<file path="src/core/cac_pkg.sv">
package cac_pkg;
  // Register offsets on the local register port (byte addresses)
  localparam logic [3:0] OFS_STATUS = 4'h0;
  localparam logic [3:0] OFS_CORE   = 4'h4;
  // Status word field positions
  localparam int ST_DGC   = 8;
  localparam int ST_PRIH  = 7;
  localparam int ST_PRIL  = 5;
  localparam int ST_RPT   = 4;
  localparam int ST_N     = 3;
  localparam int ST_OVF   = 2;
  localparam int ST_Z     = 1;
  localparam int ST_C     = 0;
  // Core control field positions
  localparam int CC_UNS   = 12;
  localparam int CC_EXIT  = 11;
  localparam int CC_DLH   = 10;
  localparam int CC_DLL   = 8;
  localparam int CC_SATEA = 7;
  localparam int CC_SATEB = 6;
  localparam int CC_SDW   = 5;
  localparam int CC_ASM   = 4;
  localparam int CC_PRIX  = 3;
  localparam int CC_PSV   = 2;
  localparam int CC_ROUND = 1;
  localparam int CC_IF    = 0;
  // Reset values; only the store saturation enable comes up set
  localparam logic [15:0] ST_RESET = 16'h0000;
  localparam logic       SDW_RESET = 1'b1;
  // Digit carry is the carry into these bit positions
  localparam int DC_POS_BYTE = 4;
  localparam int DC_POS_WORD = 8;
  // One divider step per divisor bit
  localparam logic [4:0] DIV_STEPS = 5'h10;

  typedef enum logic [2:0] {
    ALU_ADD, ALU_SUB, ALU_AND, ALU_OR, ALU_XOR, ALU_SHL, ALU_SHR, ALU_ASR
  } cac_op_e;

  typedef enum logic [1:0] {DIV_IDLE, DIV_RUN, DIV_FIX} cac_div_e;

  typedef struct packed {
    logic        go;
    cac_op_e     op;
    logic        byteMode;
    logic [15:0] a;
    logic [15:0] b;
  } cac_alu_req_s;

  typedef struct packed {
    logic        go;
    logic        dsp;
    logic        aSigned;
    logic        bSigned;
    logic [15:0] a;
    logic [15:0] b;
  } cac_mul_req_s;

  typedef struct packed {
    logic        go;
    logic        signedDiv;
    logic        wide;
    logic [31:0] dividend;
    logic [15:0] divisor;
  } cac_div_req_s;

  typedef struct packed {
    logic dspMulUnsigned;
    logic accASatEn;
    logic accBSatEn;
    logic storeSatEn;
    logic accSatMode;
    logic progSpaceVis;
    logic roundMode;
    logic intMulMode;
  } cac_cfg_s;

  typedef struct packed {
    logic [15:0] rdData;
    logic [2:0]  prioLevelLow;
    logic        prioLevelExt;
    logic        userIntDis;
    logic        negFlag;
    logic        signedOverflowFlag;
    logic        zeroFlag;
    logic        carryFlag;
    logic        digitCarryFlag;
    cac_cfg_s    cfg;
    logic        earlyLoopExit;
    logic [15:0] aluResult;
    logic        aluValid;
    logic [39:0] mulResult;
    logic        mulValid;
    cac_div_e    divState;
    logic [4:0]  divCnt;
    logic [15:0] divRem;
    logic [15:0] divLow;
    logic [15:0] divisor;
    logic        quoNeg;
    logic        remNeg;
    logic [15:0] workRegZero;
    logic [15:0] workRegOne;
    logic        divBusy;
    logic        divDone;
  } cac_state_s;
endpackage : cac_pkg

</file>
<file path="src/core/cac_core.sv">
// Summary of operation
// - Status bits 7:5 hold priority; with the extension bit they form four bits
// - User interrupts are off at priority 7 or with the extension bit set
// - Priority field ignores writes while nesting disable is high
// - Status bit 4 reads repeat-active; it cannot be written
// - Overflow flag marks a signed result whose sign went wrong
// - Zero flag set by a zero result, cleared by a non-zero one
// - Carry flag takes the carry out of the result's top bit
// - On subtraction carry and digit carry mean no borrow
// - 16-bit ALU adds, subtracts, shifts and does logic, byte or word
// - Control bit 12 picks unsigned DSP multiplies, else signed
// - Writing one to control bit 11 ends the DO loop; reads zero
// - Control bits 10:8 read the count of active nested DO loops
// - Control bits 7 and 6 enable saturation of accumulators A and B
// - Control bit 5 enables store saturation and resets to one
// - Control bit 4 picks super saturation, else normal saturation
// - Control bit 1 picks biased rounding, else convergent rounding
// - Control bit 0 picks integer DSP multiplies, else fractional
// - Divide leaves quotient in register zero, remainder in register one
// - Divider takes one cycle per divisor bit for both dividend sizes
// - Multiplier extends operands to 17 bits by zero or by sign
// - Multiplier gives a 33-bit result sign-extended to 40 bits
// - Digit carry is carry out of bit 3 for bytes, bit 7 for words
//
// Design decisions made here: the register addresses and the strobed register port.
`timescale 1ns/1ps
`default_nettype none
module cac_core (
  input  wire logic                  clk,             // CPU clock
  input  wire logic                  rst,             // Async reset
  input  wire logic [3:0]            regAddr,         // Register address
  input  wire logic [15:0]           regWrData,       // Write data
  input  wire logic                  regWr,           // Write strobe
  input  wire logic                  regRd,           // Read strobe
  output logic      [15:0]           regRdData,       // Read data
  input  wire logic                  nestingDisable,  // Nesting disable
  input  wire logic                  repeatActive,    // Repeat loop running
  input  wire logic [2:0]            loopNestDepth,   // Active DO loops
  input  wire cac_pkg::cac_alu_req_s aluReq,          // ALU request
  input  wire cac_pkg::cac_mul_req_s mulReq,          // Multiply request
  input  wire cac_pkg::cac_div_req_s divReq,          // Divide request
  output logic      [3:0]            prioLevel,       // CPU priority
  output logic                       userIntDisabled, // User irqs off
  output logic                       earlyLoopExit,   // End DO loop pulse
  output cac_pkg::cac_cfg_s          dspCfg,          // DSP engine config
  output logic      [15:0]           aluResult,       // ALU result
  output logic                       aluValid,        // Result pulse
  output logic      [39:0]           mulResult,       // Product, 40 bits
  output logic                       mulValid,        // Product pulse
  output logic      [15:0]           workRegZero,     // Quotient
  output logic      [15:0]           workRegOne,      // Remainder
  output logic                       divBusy,         // Divide running
  output logic                       divDone          // Divide end pulse
);
  cac_pkg::cac_state_s s_r;
  cac_pkg::cac_state_s s_nxt;

  logic [15:0] aOp;
  logic [15:0] bIn;
  logic [16:0] sum;
  logic [15:0] res;
  logic        msbIdx;
  logic        cOut;
  logic        digitCarry;
  logic        signedOvf;
  logic        arith;
  logic        shift;
  logic [16:0] mA;
  logic [16:0] mB;
  logic signed [33:0] prod;
  logic [32:0] p33;
  logic        mulUns;
  logic [31:0] dvdExt;
  logic [31:0] absDvd;
  logic [15:0] absDvs;
  logic [16:0] trial;
  logic        qBit;

  // Readback of a register; unmapped addresses read zero
  function automatic logic [15:0] readWord(
    input cac_pkg::cac_state_s s,
    input logic [3:0]          addr,
    input logic                rpt,
    input logic [2:0]          depth
  );
    logic [15:0] w;
    w = '0;
    if (addr == cac_pkg::OFS_STATUS) begin
      w[cac_pkg::ST_DGC] = s.digitCarryFlag;
      w[cac_pkg::ST_PRIH:cac_pkg::ST_PRIL] = s.prioLevelLow;
      w[cac_pkg::ST_RPT] = rpt;
      w[cac_pkg::ST_N] = s.negFlag;
      w[cac_pkg::ST_OVF] = s.signedOverflowFlag;
      w[cac_pkg::ST_Z] = s.zeroFlag;
      w[cac_pkg::ST_C] = s.carryFlag;
    end else if (addr == cac_pkg::OFS_CORE) begin
      w[cac_pkg::CC_UNS] = s.cfg.dspMulUnsigned;
      w[cac_pkg::CC_DLH:cac_pkg::CC_DLL] = depth;
      w[cac_pkg::CC_SATEA] = s.cfg.accASatEn;
      w[cac_pkg::CC_SATEB] = s.cfg.accBSatEn;
      w[cac_pkg::CC_SDW] = s.cfg.storeSatEn;
      w[cac_pkg::CC_ASM] = s.cfg.accSatMode;
      w[cac_pkg::CC_PRIX] = s.prioLevelExt;
      w[cac_pkg::CC_PSV] = s.cfg.progSpaceVis;
      w[cac_pkg::CC_ROUND] = s.cfg.roundMode;
      w[cac_pkg::CC_IF] = s.cfg.intMulMode;
    end
    return w;
  endfunction : readWord

  // Next-state logic for the whole block
  always_comb begin
    s_nxt = s_r;
    s_nxt.earlyLoopExit = 1'b0;
    s_nxt.aluValid = 1'b0;
    s_nxt.mulValid = 1'b0;
    s_nxt.divDone = 1'b0;
    s_nxt.rdData = '0;
    if (regRd) begin
      s_nxt.rdData = readWord(s_r, regAddr, repeatActive, loopNestDepth);
    end

    // Software writes; the ALU flag update below overrides the flags it sets
    if (regWr && regAddr == cac_pkg::OFS_STATUS) begin
      if (!nestingDisable) begin
        s_nxt.prioLevelLow = regWrData[cac_pkg::ST_PRIH:cac_pkg::ST_PRIL];
      end
      s_nxt.digitCarryFlag = regWrData[cac_pkg::ST_DGC];
      s_nxt.negFlag = regWrData[cac_pkg::ST_N];
      s_nxt.signedOverflowFlag = regWrData[cac_pkg::ST_OVF];
      s_nxt.zeroFlag = regWrData[cac_pkg::ST_Z];
      s_nxt.carryFlag = regWrData[cac_pkg::ST_C];
    end
    if (regWr && regAddr == cac_pkg::OFS_CORE) begin
      s_nxt.cfg.dspMulUnsigned = regWrData[cac_pkg::CC_UNS];
      s_nxt.earlyLoopExit = regWrData[cac_pkg::CC_EXIT];
      s_nxt.cfg.accASatEn = regWrData[cac_pkg::CC_SATEA];
      s_nxt.cfg.accBSatEn = regWrData[cac_pkg::CC_SATEB];
      s_nxt.cfg.storeSatEn = regWrData[cac_pkg::CC_SDW];
      s_nxt.cfg.accSatMode = regWrData[cac_pkg::CC_ASM];
      s_nxt.cfg.progSpaceVis = regWrData[cac_pkg::CC_PSV];
      s_nxt.cfg.roundMode = regWrData[cac_pkg::CC_ROUND];
      s_nxt.cfg.intMulMode = regWrData[cac_pkg::CC_IF];
      // Extension bit is clear-only from software
      if (!regWrData[cac_pkg::CC_PRIX]) begin
        s_nxt.prioLevelExt = 1'b0;
      end
    end

    // ALU: byte mode works on the low byte, upper byte of result is zero
    msbIdx = aluReq.byteMode;
    aOp = aluReq.byteMode ? {8'h00, aluReq.a[7:0]} : aluReq.a;
    bIn = aluReq.byteMode ? {8'h00, aluReq.b[7:0]} : aluReq.b;
    if (aluReq.op == cac_pkg::ALU_SUB) begin
      // Add the complement plus one; carry out then means no borrow
      bIn = aluReq.byteMode ? {8'h00, ~aluReq.b[7:0]} : ~aluReq.b;
    end
    sum = {1'b0, aOp} + {1'b0, bIn} + {16'h0000, aluReq.op == cac_pkg::ALU_SUB};
    res = '0;
    cOut = 1'b0;
    arith = 1'b0;
    shift = 1'b0;
    unique case (aluReq.op)
      cac_pkg::ALU_ADD, cac_pkg::ALU_SUB: begin
        res = sum[15:0];
        arith = 1'b1;
        cOut = msbIdx ? sum[8] : sum[16];
      end
      cac_pkg::ALU_AND: res = aOp & bIn;
      cac_pkg::ALU_OR:  res = aOp | bIn;
      cac_pkg::ALU_XOR: res = aOp ^ bIn;
      cac_pkg::ALU_SHL: begin
        res = {aOp[14:0], 1'b0};
        shift = 1'b1;
        cOut = msbIdx ? aOp[7] : aOp[15];
      end
      cac_pkg::ALU_SHR: begin
        res = {1'b0, aOp[15:1]};
        shift = 1'b1;
        cOut = aOp[0];
      end
      cac_pkg::ALU_ASR: begin
        res = {aOp[15], aOp[15:1]};
        if (msbIdx) begin
          res[7] = aOp[7];
        end
        shift = 1'b1;
        cOut = aOp[0];
      end
    endcase
    if (aluReq.byteMode) begin
      res[15:8] = 8'h00;
    end
    // Carry into bit 4 or 8 is the carry out of bit 3 or 7
    digitCarry = msbIdx ? (aOp[cac_pkg::DC_POS_BYTE] ^ bIn[cac_pkg::DC_POS_BYTE] ^
                      sum[cac_pkg::DC_POS_BYTE])
                   : (aOp[cac_pkg::DC_POS_WORD] ^ bIn[cac_pkg::DC_POS_WORD] ^
                      sum[cac_pkg::DC_POS_WORD]);
    signedOvf = msbIdx ? (aOp[7] == bIn[7]) && (sum[7] != aOp[7])
                   : (aOp[15] == bIn[15]) && (sum[15] != aOp[15]);
    if (aluReq.go) begin
      s_nxt.aluResult = res;
      s_nxt.aluValid = 1'b1;
      s_nxt.negFlag = msbIdx ? res[7] : res[15];
      s_nxt.zeroFlag = (res == 16'h0000);
      if (arith) begin
        s_nxt.carryFlag = cOut;
        s_nxt.digitCarryFlag = digitCarry;
        s_nxt.signedOverflowFlag = signedOvf;
      end else if (shift) begin
        s_nxt.carryFlag = cOut;
        s_nxt.signedOverflowFlag = 1'b0;
      end
    end

    // Shared multiplier; DSP requests take sign and scaling from the control bits
    mulUns = mulReq.dsp ? s_r.cfg.dspMulUnsigned : !mulReq.aSigned;
    mA = {!mulUns & mulReq.a[15], mulReq.a};
    mulUns = mulReq.dsp ? s_r.cfg.dspMulUnsigned : !mulReq.bSigned;
    mB = {!mulUns & mulReq.b[15], mulReq.b};
    prod = $signed(mA) * $signed(mB);
    if (mulReq.dsp && !s_r.cfg.intMulMode) begin
      p33 = {prod[31:0], 1'b0};
    end else begin
      p33 = prod[32:0];
    end
    if (mulReq.go) begin
      s_nxt.mulResult = {{7{p33[32]}}, p33};
      s_nxt.mulValid = 1'b1;
    end

    // Divider: restoring division on magnitudes, signs fixed at the end
    dvdExt = divReq.dividend;
    if (!divReq.wide) begin
      dvdExt[31:16] = divReq.signedDiv ? {16{divReq.dividend[15]}} : 16'h0000;
    end
    absDvd = (divReq.signedDiv && dvdExt[31]) ? -dvdExt : dvdExt;
    absDvs = (divReq.signedDiv && divReq.divisor[15]) ? -divReq.divisor
                                                      : divReq.divisor;
    trial = {s_r.divRem, s_r.divLow[15]};
    qBit = (trial >= {1'b0, s_r.divisor});
    unique case (s_r.divState)
      cac_pkg::DIV_IDLE: begin
        if (divReq.go) begin
          s_nxt.divState = cac_pkg::DIV_RUN;
          s_nxt.divCnt = '0;
          s_nxt.divRem = absDvd[31:16];
          s_nxt.divLow = absDvd[15:0];
          s_nxt.divisor = absDvs;
          s_nxt.quoNeg = divReq.signedDiv & (dvdExt[31] ^ divReq.divisor[15]);
          s_nxt.remNeg = divReq.signedDiv & dvdExt[31];
        end
      end
      cac_pkg::DIV_RUN: begin
        // One quotient bit per cycle, same count for both dividend sizes
        s_nxt.divRem = qBit ? 16'(trial - {1'b0, s_r.divisor}) : trial[15:0];
        s_nxt.divLow = {s_r.divLow[14:0], qBit};
        s_nxt.divCnt = s_r.divCnt + 5'h01;
        if (s_r.divCnt == cac_pkg::DIV_STEPS - 5'h01) begin
          s_nxt.divState = cac_pkg::DIV_FIX;
        end
      end
      cac_pkg::DIV_FIX: begin
        s_nxt.workRegZero = s_r.quoNeg ? -s_r.divLow : s_r.divLow;
        s_nxt.workRegOne = s_r.remNeg ? -s_r.divRem : s_r.divRem;
        s_nxt.divDone = 1'b1;
        s_nxt.divState = cac_pkg::DIV_IDLE;
      end
      default: s_nxt.divState = cac_pkg::DIV_IDLE;
    endcase
    s_nxt.divBusy = (s_nxt.divState != cac_pkg::DIV_IDLE);
    s_nxt.userIntDis = (&s_nxt.prioLevelLow) | s_nxt.prioLevelExt;
  end

  // State register; store saturation enable is the one bit set at reset
  always_ff @(posedge clk or posedge rst) begin
    if (rst) begin
      s_r <= '0;
      s_r.cfg.storeSatEn <= cac_pkg::SDW_RESET;
    end else begin
      s_r <= s_nxt;
    end
  end

  // Outputs straight from the state register
  assign regRdData = s_r.rdData;
  assign prioLevel = {s_r.prioLevelExt, s_r.prioLevelLow};
  assign userIntDisabled = s_r.userIntDis;
  assign earlyLoopExit = s_r.earlyLoopExit;
  assign dspCfg = s_r.cfg;
  assign aluResult = s_r.aluResult;
  assign aluValid = s_r.aluValid;
  assign mulResult = s_r.mulResult;
  assign mulValid = s_r.mulValid;
  assign workRegZero = s_r.workRegZero;
  assign workRegOne = s_r.workRegOne;
  assign divBusy = s_r.divBusy;
  assign divDone = s_r.divDone;

  // Helpers seen only by the checks
  logic [16:0] chkSum;
  logic [31:0] chkUProd;
  assign chkSum = {1'b0, aluReq.a} + {1'b0, aluReq.b};
  assign chkUProd = {16'h0000, mulReq.a} * {16'h0000, mulReq.b};

  chk_int_disable: assert property (@(posedge clk) disable iff (rst)
    userIntDisabled == ((prioLevel[2:0] == 3'h7) || prioLevel[3]))
    else $error("user interrupt disable does not match priority");

  chk_prio_locked: assert property (@(posedge clk) disable iff (rst)
    regWr && regAddr == cac_pkg::OFS_STATUS && nestingDisable
    |=> $stable(prioLevel[2:0]))
    else $error("priority field changed while nesting disabled");

  chk_rpt_readback: assert property (@(posedge clk) disable iff (rst)
    regRd && regAddr == cac_pkg::OFS_STATUS
    |=> regRdData[cac_pkg::ST_RPT] == $past(repeatActive))
    else $error("repeat active bit reads wrong");

  chk_loop_exit: assert property (@(posedge clk) disable iff (rst)
    regWr && regAddr == cac_pkg::OFS_CORE && regWrData[cac_pkg::CC_EXIT]
    |=> earlyLoopExit)
    else $error("loop exit pulse missing");

  chk_exit_reads: assert property (@(posedge clk) disable iff (rst)
    regRd ##1 1'b1 |-> !regRdData[cac_pkg::CC_EXIT])
    else $error("loop exit bit does not read zero");

  chk_add_carry: assert property (@(posedge clk) disable iff (rst)
    aluReq.go && aluReq.op == cac_pkg::ALU_ADD && !aluReq.byteMode
    |=> (regWr || regRd || 1'b1) && $past(chkSum[16]) == s_r.carryFlag)
    else $error("carry flag wrong after word add");

  chk_add_ovf: assert property (@(posedge clk) disable iff (rst)
    aluReq.go && aluReq.op == cac_pkg::ALU_ADD && !aluReq.byteMode
    |=> s_r.signedOverflowFlag == $past((aluReq.a[15] == aluReq.b[15]) &&
                            (chkSum[15] != aluReq.a[15])))
    else $error("overflow flag wrong after word add");

  chk_zero_neg: assert property (@(posedge clk) disable iff (rst)
    aluReq.go |=> aluValid && s_r.zeroFlag == (aluResult == 16'h0000) &&
                  s_r.negFlag == ($past(aluReq.byteMode) ? aluResult[7]
                                                          : aluResult[15]))
    else $error("zero or negative flag wrong");

  chk_mul_unsigned: assert property (@(posedge clk) disable iff (rst)
    mulReq.go && !mulReq.dsp && !mulReq.aSigned && !mulReq.bSigned
    |=> mulValid && mulResult == {8'h00, $past(chkUProd)})
    else $error("unsigned product wrong");

  chk_div_time: assert property (@(posedge clk) disable iff (rst)
    divReq.go && !divBusy |=> divBusy ##17 divDone && !divBusy)
    else $error("divide did not end in time");
endmodule : cac_core
`default_nettype wire

</file>
<file path="config.mk">
export PLATFORM = sky130hd
export DESIGN_NAME = cac_core
export DESIGN_NICKNAME = d
export VERILOG_FILES = /design/src/core/cac_pkg.sv /design/src/core/cac_core.sv
export SDC_FILE = /design/constraint.sdc
export NUM_CORES = 1
export LEC_CHECK = 0
export BUFFER_PORTS_ARGS = -buffer_cell sky130_fd_sc_hd__clkbuf_2
export CAP_MARGIN = 40
export CORE_ASPECT_RATIO = 1.5
export CORE_UTILIZATION = 37
export CTS_CLUSTER_DIAMETER = 100
export CTS_CLUSTER_SIZE = 28
export DETAILED_ROUTE_END_ITERATION = 6
export HOLD_SLACK_MARGIN = 0.08
export PLACE_DENSITY = 0.52
export SLEW_MARGIN = 40
export SYNTH_ARGS = -nofsm -noshare
export SYNTH_HDL_FRONTEND = slang
export SYNTH_SLANG_ARGS = --single-unit
export TNS_END_PERCENT = 30
</file>
<file path="constraint.sdc">
create_clock -name clk -period 9.1 [get_ports clk]
set_clock_uncertainty 0.2 [all_clocks]
set_input_delay 0 -clock clk [delete_from_list [all_inputs] [get_ports clk]]
set_output_delay 0 -clock clk [all_outputs]
set_load 0.01 [all_outputs]
</file>
==> reports/results.tsv <==
stage	metric	value	unit
global_routing	antenna_violations_before_repair	1	
timing	maxClockFrequency	0.1339	GHz
placement	dp_cells	3486	
die	top_level_ports	275	
timing	final_cycle_utilization_of_the_critical_path	82.06	%
timing	tns	0	ns
cts	resized_gates_after_cts	0	
worst_setup_path	cp_top_family	adder cells	
die	die_area	0.06326	mm²
placement	dpl_cell_area	0.02419	mm²
cts	h-tree-depth	4	
worst_setup_path	critical_path.reg2reg.endpoint	mulResult[32]$_DFFE_PP0P_	
timing	slew_violations	0	
logic_synthesis	avgSynthCellArea	8.722	µm²
logic_synthesis	yosys.area.top_type_share	25.39	%
global_routing	total_global_route_track_usage	21.88	%
drt	antenna_left	0	
cts	cts.sinks	173	
timing	timing_worst_slew_pin_value	0.7960	ns
cells_and_area	post_route_cells_drive_above_1_share	13.39	%
global_routing	largest_net_degree_at_the_start_of_global_routing	67	
die	floorplan.die.height	307.5	µm
cells_and_area	register_area	0.004330	mm²
cts	clkSlewWorstSetupHoldPaths	0.08	ns
worst_setup_path	worst_r2r_path_depth	23	
worst_setup_path	data_required_time_at_the_worst_endpoint	9.27	ns
logic_synthesis	synth.area.top_cells	sky130_fd_sc_hd__fa_1 (25%), sky130_fd_sc_hd__dfrtp_1 (19%), sky130_fd_sc_hd__ha_1 (7.4%)	
run	max_cap_viol_count	0	
logic_synthesis	ys.warnings.count	0	
logic_synthesis	netlist_top_cells_count	sky130_fd_sc_hd__inv_1 (375), sky130_fd_sc_hd__nand2_1 (347), sky130_fd_sc_hd__fa_1 (292)	
cts	number_of_buffers_inserted_by_hold_repair_at_cts	169	
worst_setup_path	reg2reg_setup_slack	1.63	ns
cts	cts-buffers-inserted	17	
logic_synthesis	postSynthRegisterBits	173	
worst_setup_path	start_kind	register	
drt	firstDrtPassIters	5	
logic_synthesis	synth_enable_flop_cells	0	
cells_and_area	fin_cells	3689	
drt	routed-via-count	18696	
cts	post_cts_setup_buffers	0	
hold_path	worstHoldStart	aluReq[35]	
cts	clock_tree_from_tritoncts	done	
cells_and_area	num-fill-cells	6081	
drt	finalWirelength	65790	µm
cells_and_area	layout.cell_area.non_filler	0.02650	mm²
worst_setup_path	critical_path.n_buffers_inverters	3	
hold_path	worstHoldEndpoint	aluResult[3]$_DFFE_PP0P_	
run_status	run_status	completed	
cells_and_area	fin_nets	3466	
drt	post_drt_wl_per_cell	17.83	µm
timing	finalWorstSetupSlack	1.633	ns
worst_setup_path	critical-path-slowest-cell	sky130_fd_sc_hd__fa_1	
cts	clock_latency	0.48	ns
logic_synthesis	postSynth.asyncResetShare	100.0	%
timing	rsz_0062_raised_after_global_routing	false	
placement	post-dp-hpwl	51070	µm
drt	vias_cell	5.068	
drt	detail_route.iter0.violations	854	
global_routing	first_pass_grt_wire_length	106900	µm
logic_synthesis	synth_top_flop_cell	sky130_fd_sc_hd__dfrtp_1	
worst_setup_path	worst-path-max-fanout	16	
cts	cts.root.buffer_cell	sky130_fd_sc_hd__clkbuf_16	
timing	shortest_clock_period_the_worst_path_allows_after_layout	7.467	ns
worst_setup_path	worstSetupPathType	register to register	
hold_path	min_path_cells	4	
timing	final-setup-viol-count	0	
placement	port-buffer-count	265	
logic_synthesis	yosysTopAreaCell	sky130_fd_sc_hd__fa_1	
worst_setup_path	cp_data_arrival_time	7.63	ns
die	core_area	0.06125	mm²
global_routing	via_count_of_the_first_global_routing_pass	20259	
logic_synthesis	yosys.cell_count.top_type	sky130_fd_sc_hd__inv_1	
die	fp-row-count	111	
global_routing	gr-total-overflow	0	
worst_setup_path	critPathCaptureType	register	
logic_synthesis	yosysUniqueCellTypes	81	
worst_setup_path	reg_to_reg_critical_path_startpoint	dspCfg[7]$_DFFE_PP0P_	
die	initial_core_util	37.60	%
logic_synthesis	synth-seq-area-share	18.81	%
placement	dpl_worst_slack	1.610	ns
timing	max_slew_margin	46.74	%
cts	clock_tree_buffer_depth	2	
worst_setup_path	worstSetupPathDepth	23	
cells_and_area	multiInputGateArea	0.01602	mm²
logic_synthesis	synth_cells	2640	
worst_setup_path	critical-path-top-cell-by-count	sky130_fd_sc_hd__fa_1	
placement	routabilityCongestion	0.8967	
worst_setup_path	critical_path.cell_chain	nand2_1 -> o211a_1 -> nand2_1 -> inv_1 -> fa_1 -> inv_1 -> fa_1 -> fa_1 -> fa_1 -> fa_1 -> fa_1 -> inv_1 -> ha_1 -> and3_1 -> and2_1 -> a221oi_1 -> nand2_1 -> o21a_1 -> a41o_1 -> o41ai_1 -> xnor2_1 -> nor2_1 -> a221oi_1	
logic_synthesis	syn_area	0.02303	mm²
hold_path	worstHoldPathType	input pin to register	
die	die_w	205.7	µm
timing	hold_viol_final	0	
worst_setup_path	timing.critical_path.slowest_cell_delay	0.58	ns
cells_and_area	syn2layout_area_growth	15.06	%
drt	route.detailed.drc	0	
## metrics by stage
step	utilization [%]	hold WS [ns]
2_1_floorplan	-	-0.1686
5_1_grt	43.26	0.1315
3_5_place_dp	39.50	-0.07281
3_3_place_gp	39.49	-0.07975
6_report	43.26	0.1183
4_1_cts	43.22	0.08150
## metal layers
layer | track usage (%) | vias up | share of wire (%) | wire length, µm
met2 | 42.41 | 447 | 55 | 36390
met4 | 10.51 | 0 | 5.0 | 3295
met5 | 0 | - | 0 | 0
li1 | - | 8824 | - | -
met1 | 22.44 | 9285 | 36 | 23740
met3 | 3.164 | 140 | 3.6 | 2359
## sequential cells by signal, summed over array words and instances, names as in the netlist
name / count
earlyLoopExit: 1
aluResult: 16
regRdData: 12
mulValid: 1
mulResult: 33
divBusy: 1
dspCfg: 8
divDone: 1
prioLevel: 4
s_r: 62
workRegOne: 16
workRegZero: 16
userIntDisabled: 1
aluValid: 1
## cell type report
class / instances / area share, %
clock buffer: 19 / 1.634
tap: 791 / 3.735
antenna: 1 / 0.009445
multi-input combinational: 1866 / 60.46
timing repair buffer: 450 / 11.89
clock inverter: 13 / 0.5903
inverter: 376 / 5.346
sequential: 173 / 16.34
## cells in the final DEF (no fill, tap or decap), types with 33 or more instances in the layout
master | netlist | routed
sky130_fd_sc_hd__xor2_1 | 69 | 69
sky130_fd_sc_hd__a21oi_1 | 109 | 109
sky130_fd_sc_hd__dfrtp_1 | 172 | 172
sky130_fd_sc_hd__o21ai_0 | 122 | 122
sky130_fd_sc_hd__xnor2_1 | 70 | 70
sky130_fd_sc_hd__clkbuf_2 | 0 | 265
sky130_fd_sc_hd__and2_1 | 139 | 139
sky130_fd_sc_hd__dlygate4sd3_1 | 0 | 169
sky130_fd_sc_hd__ha_1 | 137 | 137
sky130_fd_sc_hd__a31oi_1 | 33 | 33
sky130_fd_sc_hd__nor2_1 | 152 | 151
sky130_fd_sc_hd__inv_1 | 375 | 374
sky130_fd_sc_hd__nand2_1 | 347 | 346
sky130_fd_sc_hd__fa_1 | 292 | 292
## kinds of logic after synthesis
| logic type | share of synthesized area (%) |
|---|---|
| and+or+nand+nor | 16.38 |
| buffers and inverters | 11.78 |
| adders and majority gates | 32.83 |
| AOI/OAI and AO/OA | 11.36 |
| DFF | 18.81 |
| xor gates and xnor gates | 5.287 |
| muxes | 3.543 |
| other | 0.01629 |
## worst min-delay path, cell delays in order
cell	delay (ns)
sky130_fd_sc_hd__clkbuf_2	0.08
sky130_fd_sc_hd__buf_4	0.23
sky130_fd_sc_hd__mux4_2	0.30
sky130_fd_sc_hd__mux2_2	0.15
## worst max path at each step
| stage | startpoint | to | slack, ns |
|---|---|---|---|
| 2_1_floorplan | dspCfg[7]$_DFFE_PP0P_ | mulResult[32]$_DFFE_PP0P_ | 2.35 |
| 3_3_place_gp | dspCfg[7]$_DFFE_PP0P_ | mulResult[32]$_DFFE_PP0P_ | 1.71 |
| 3_5_place_dp | dspCfg[7]$_DFFE_PP0P_ | mulResult[32]$_DFFE_PP0P_ | 1.61 |
| 4_1_cts | dspCfg[7]$_DFFE_PP0P_ | mulResult[32]$_DFFE_PP0P_ | 1.55 |
| 5_1_grt | dspCfg[7]$_DFFE_PP0P_ | mulResult[32]$_DFFE_PP0P_ | 1.12 |
| 6_report | dspCfg[7]$_DFFE_PP0P_ | mulResult[32]$_DFFE_PP0P_ | 1.63 |
Power is left out: the tool's default activity adds up to more than one toggle a clock period on the data nets, which glitch-free logic cannot reach.
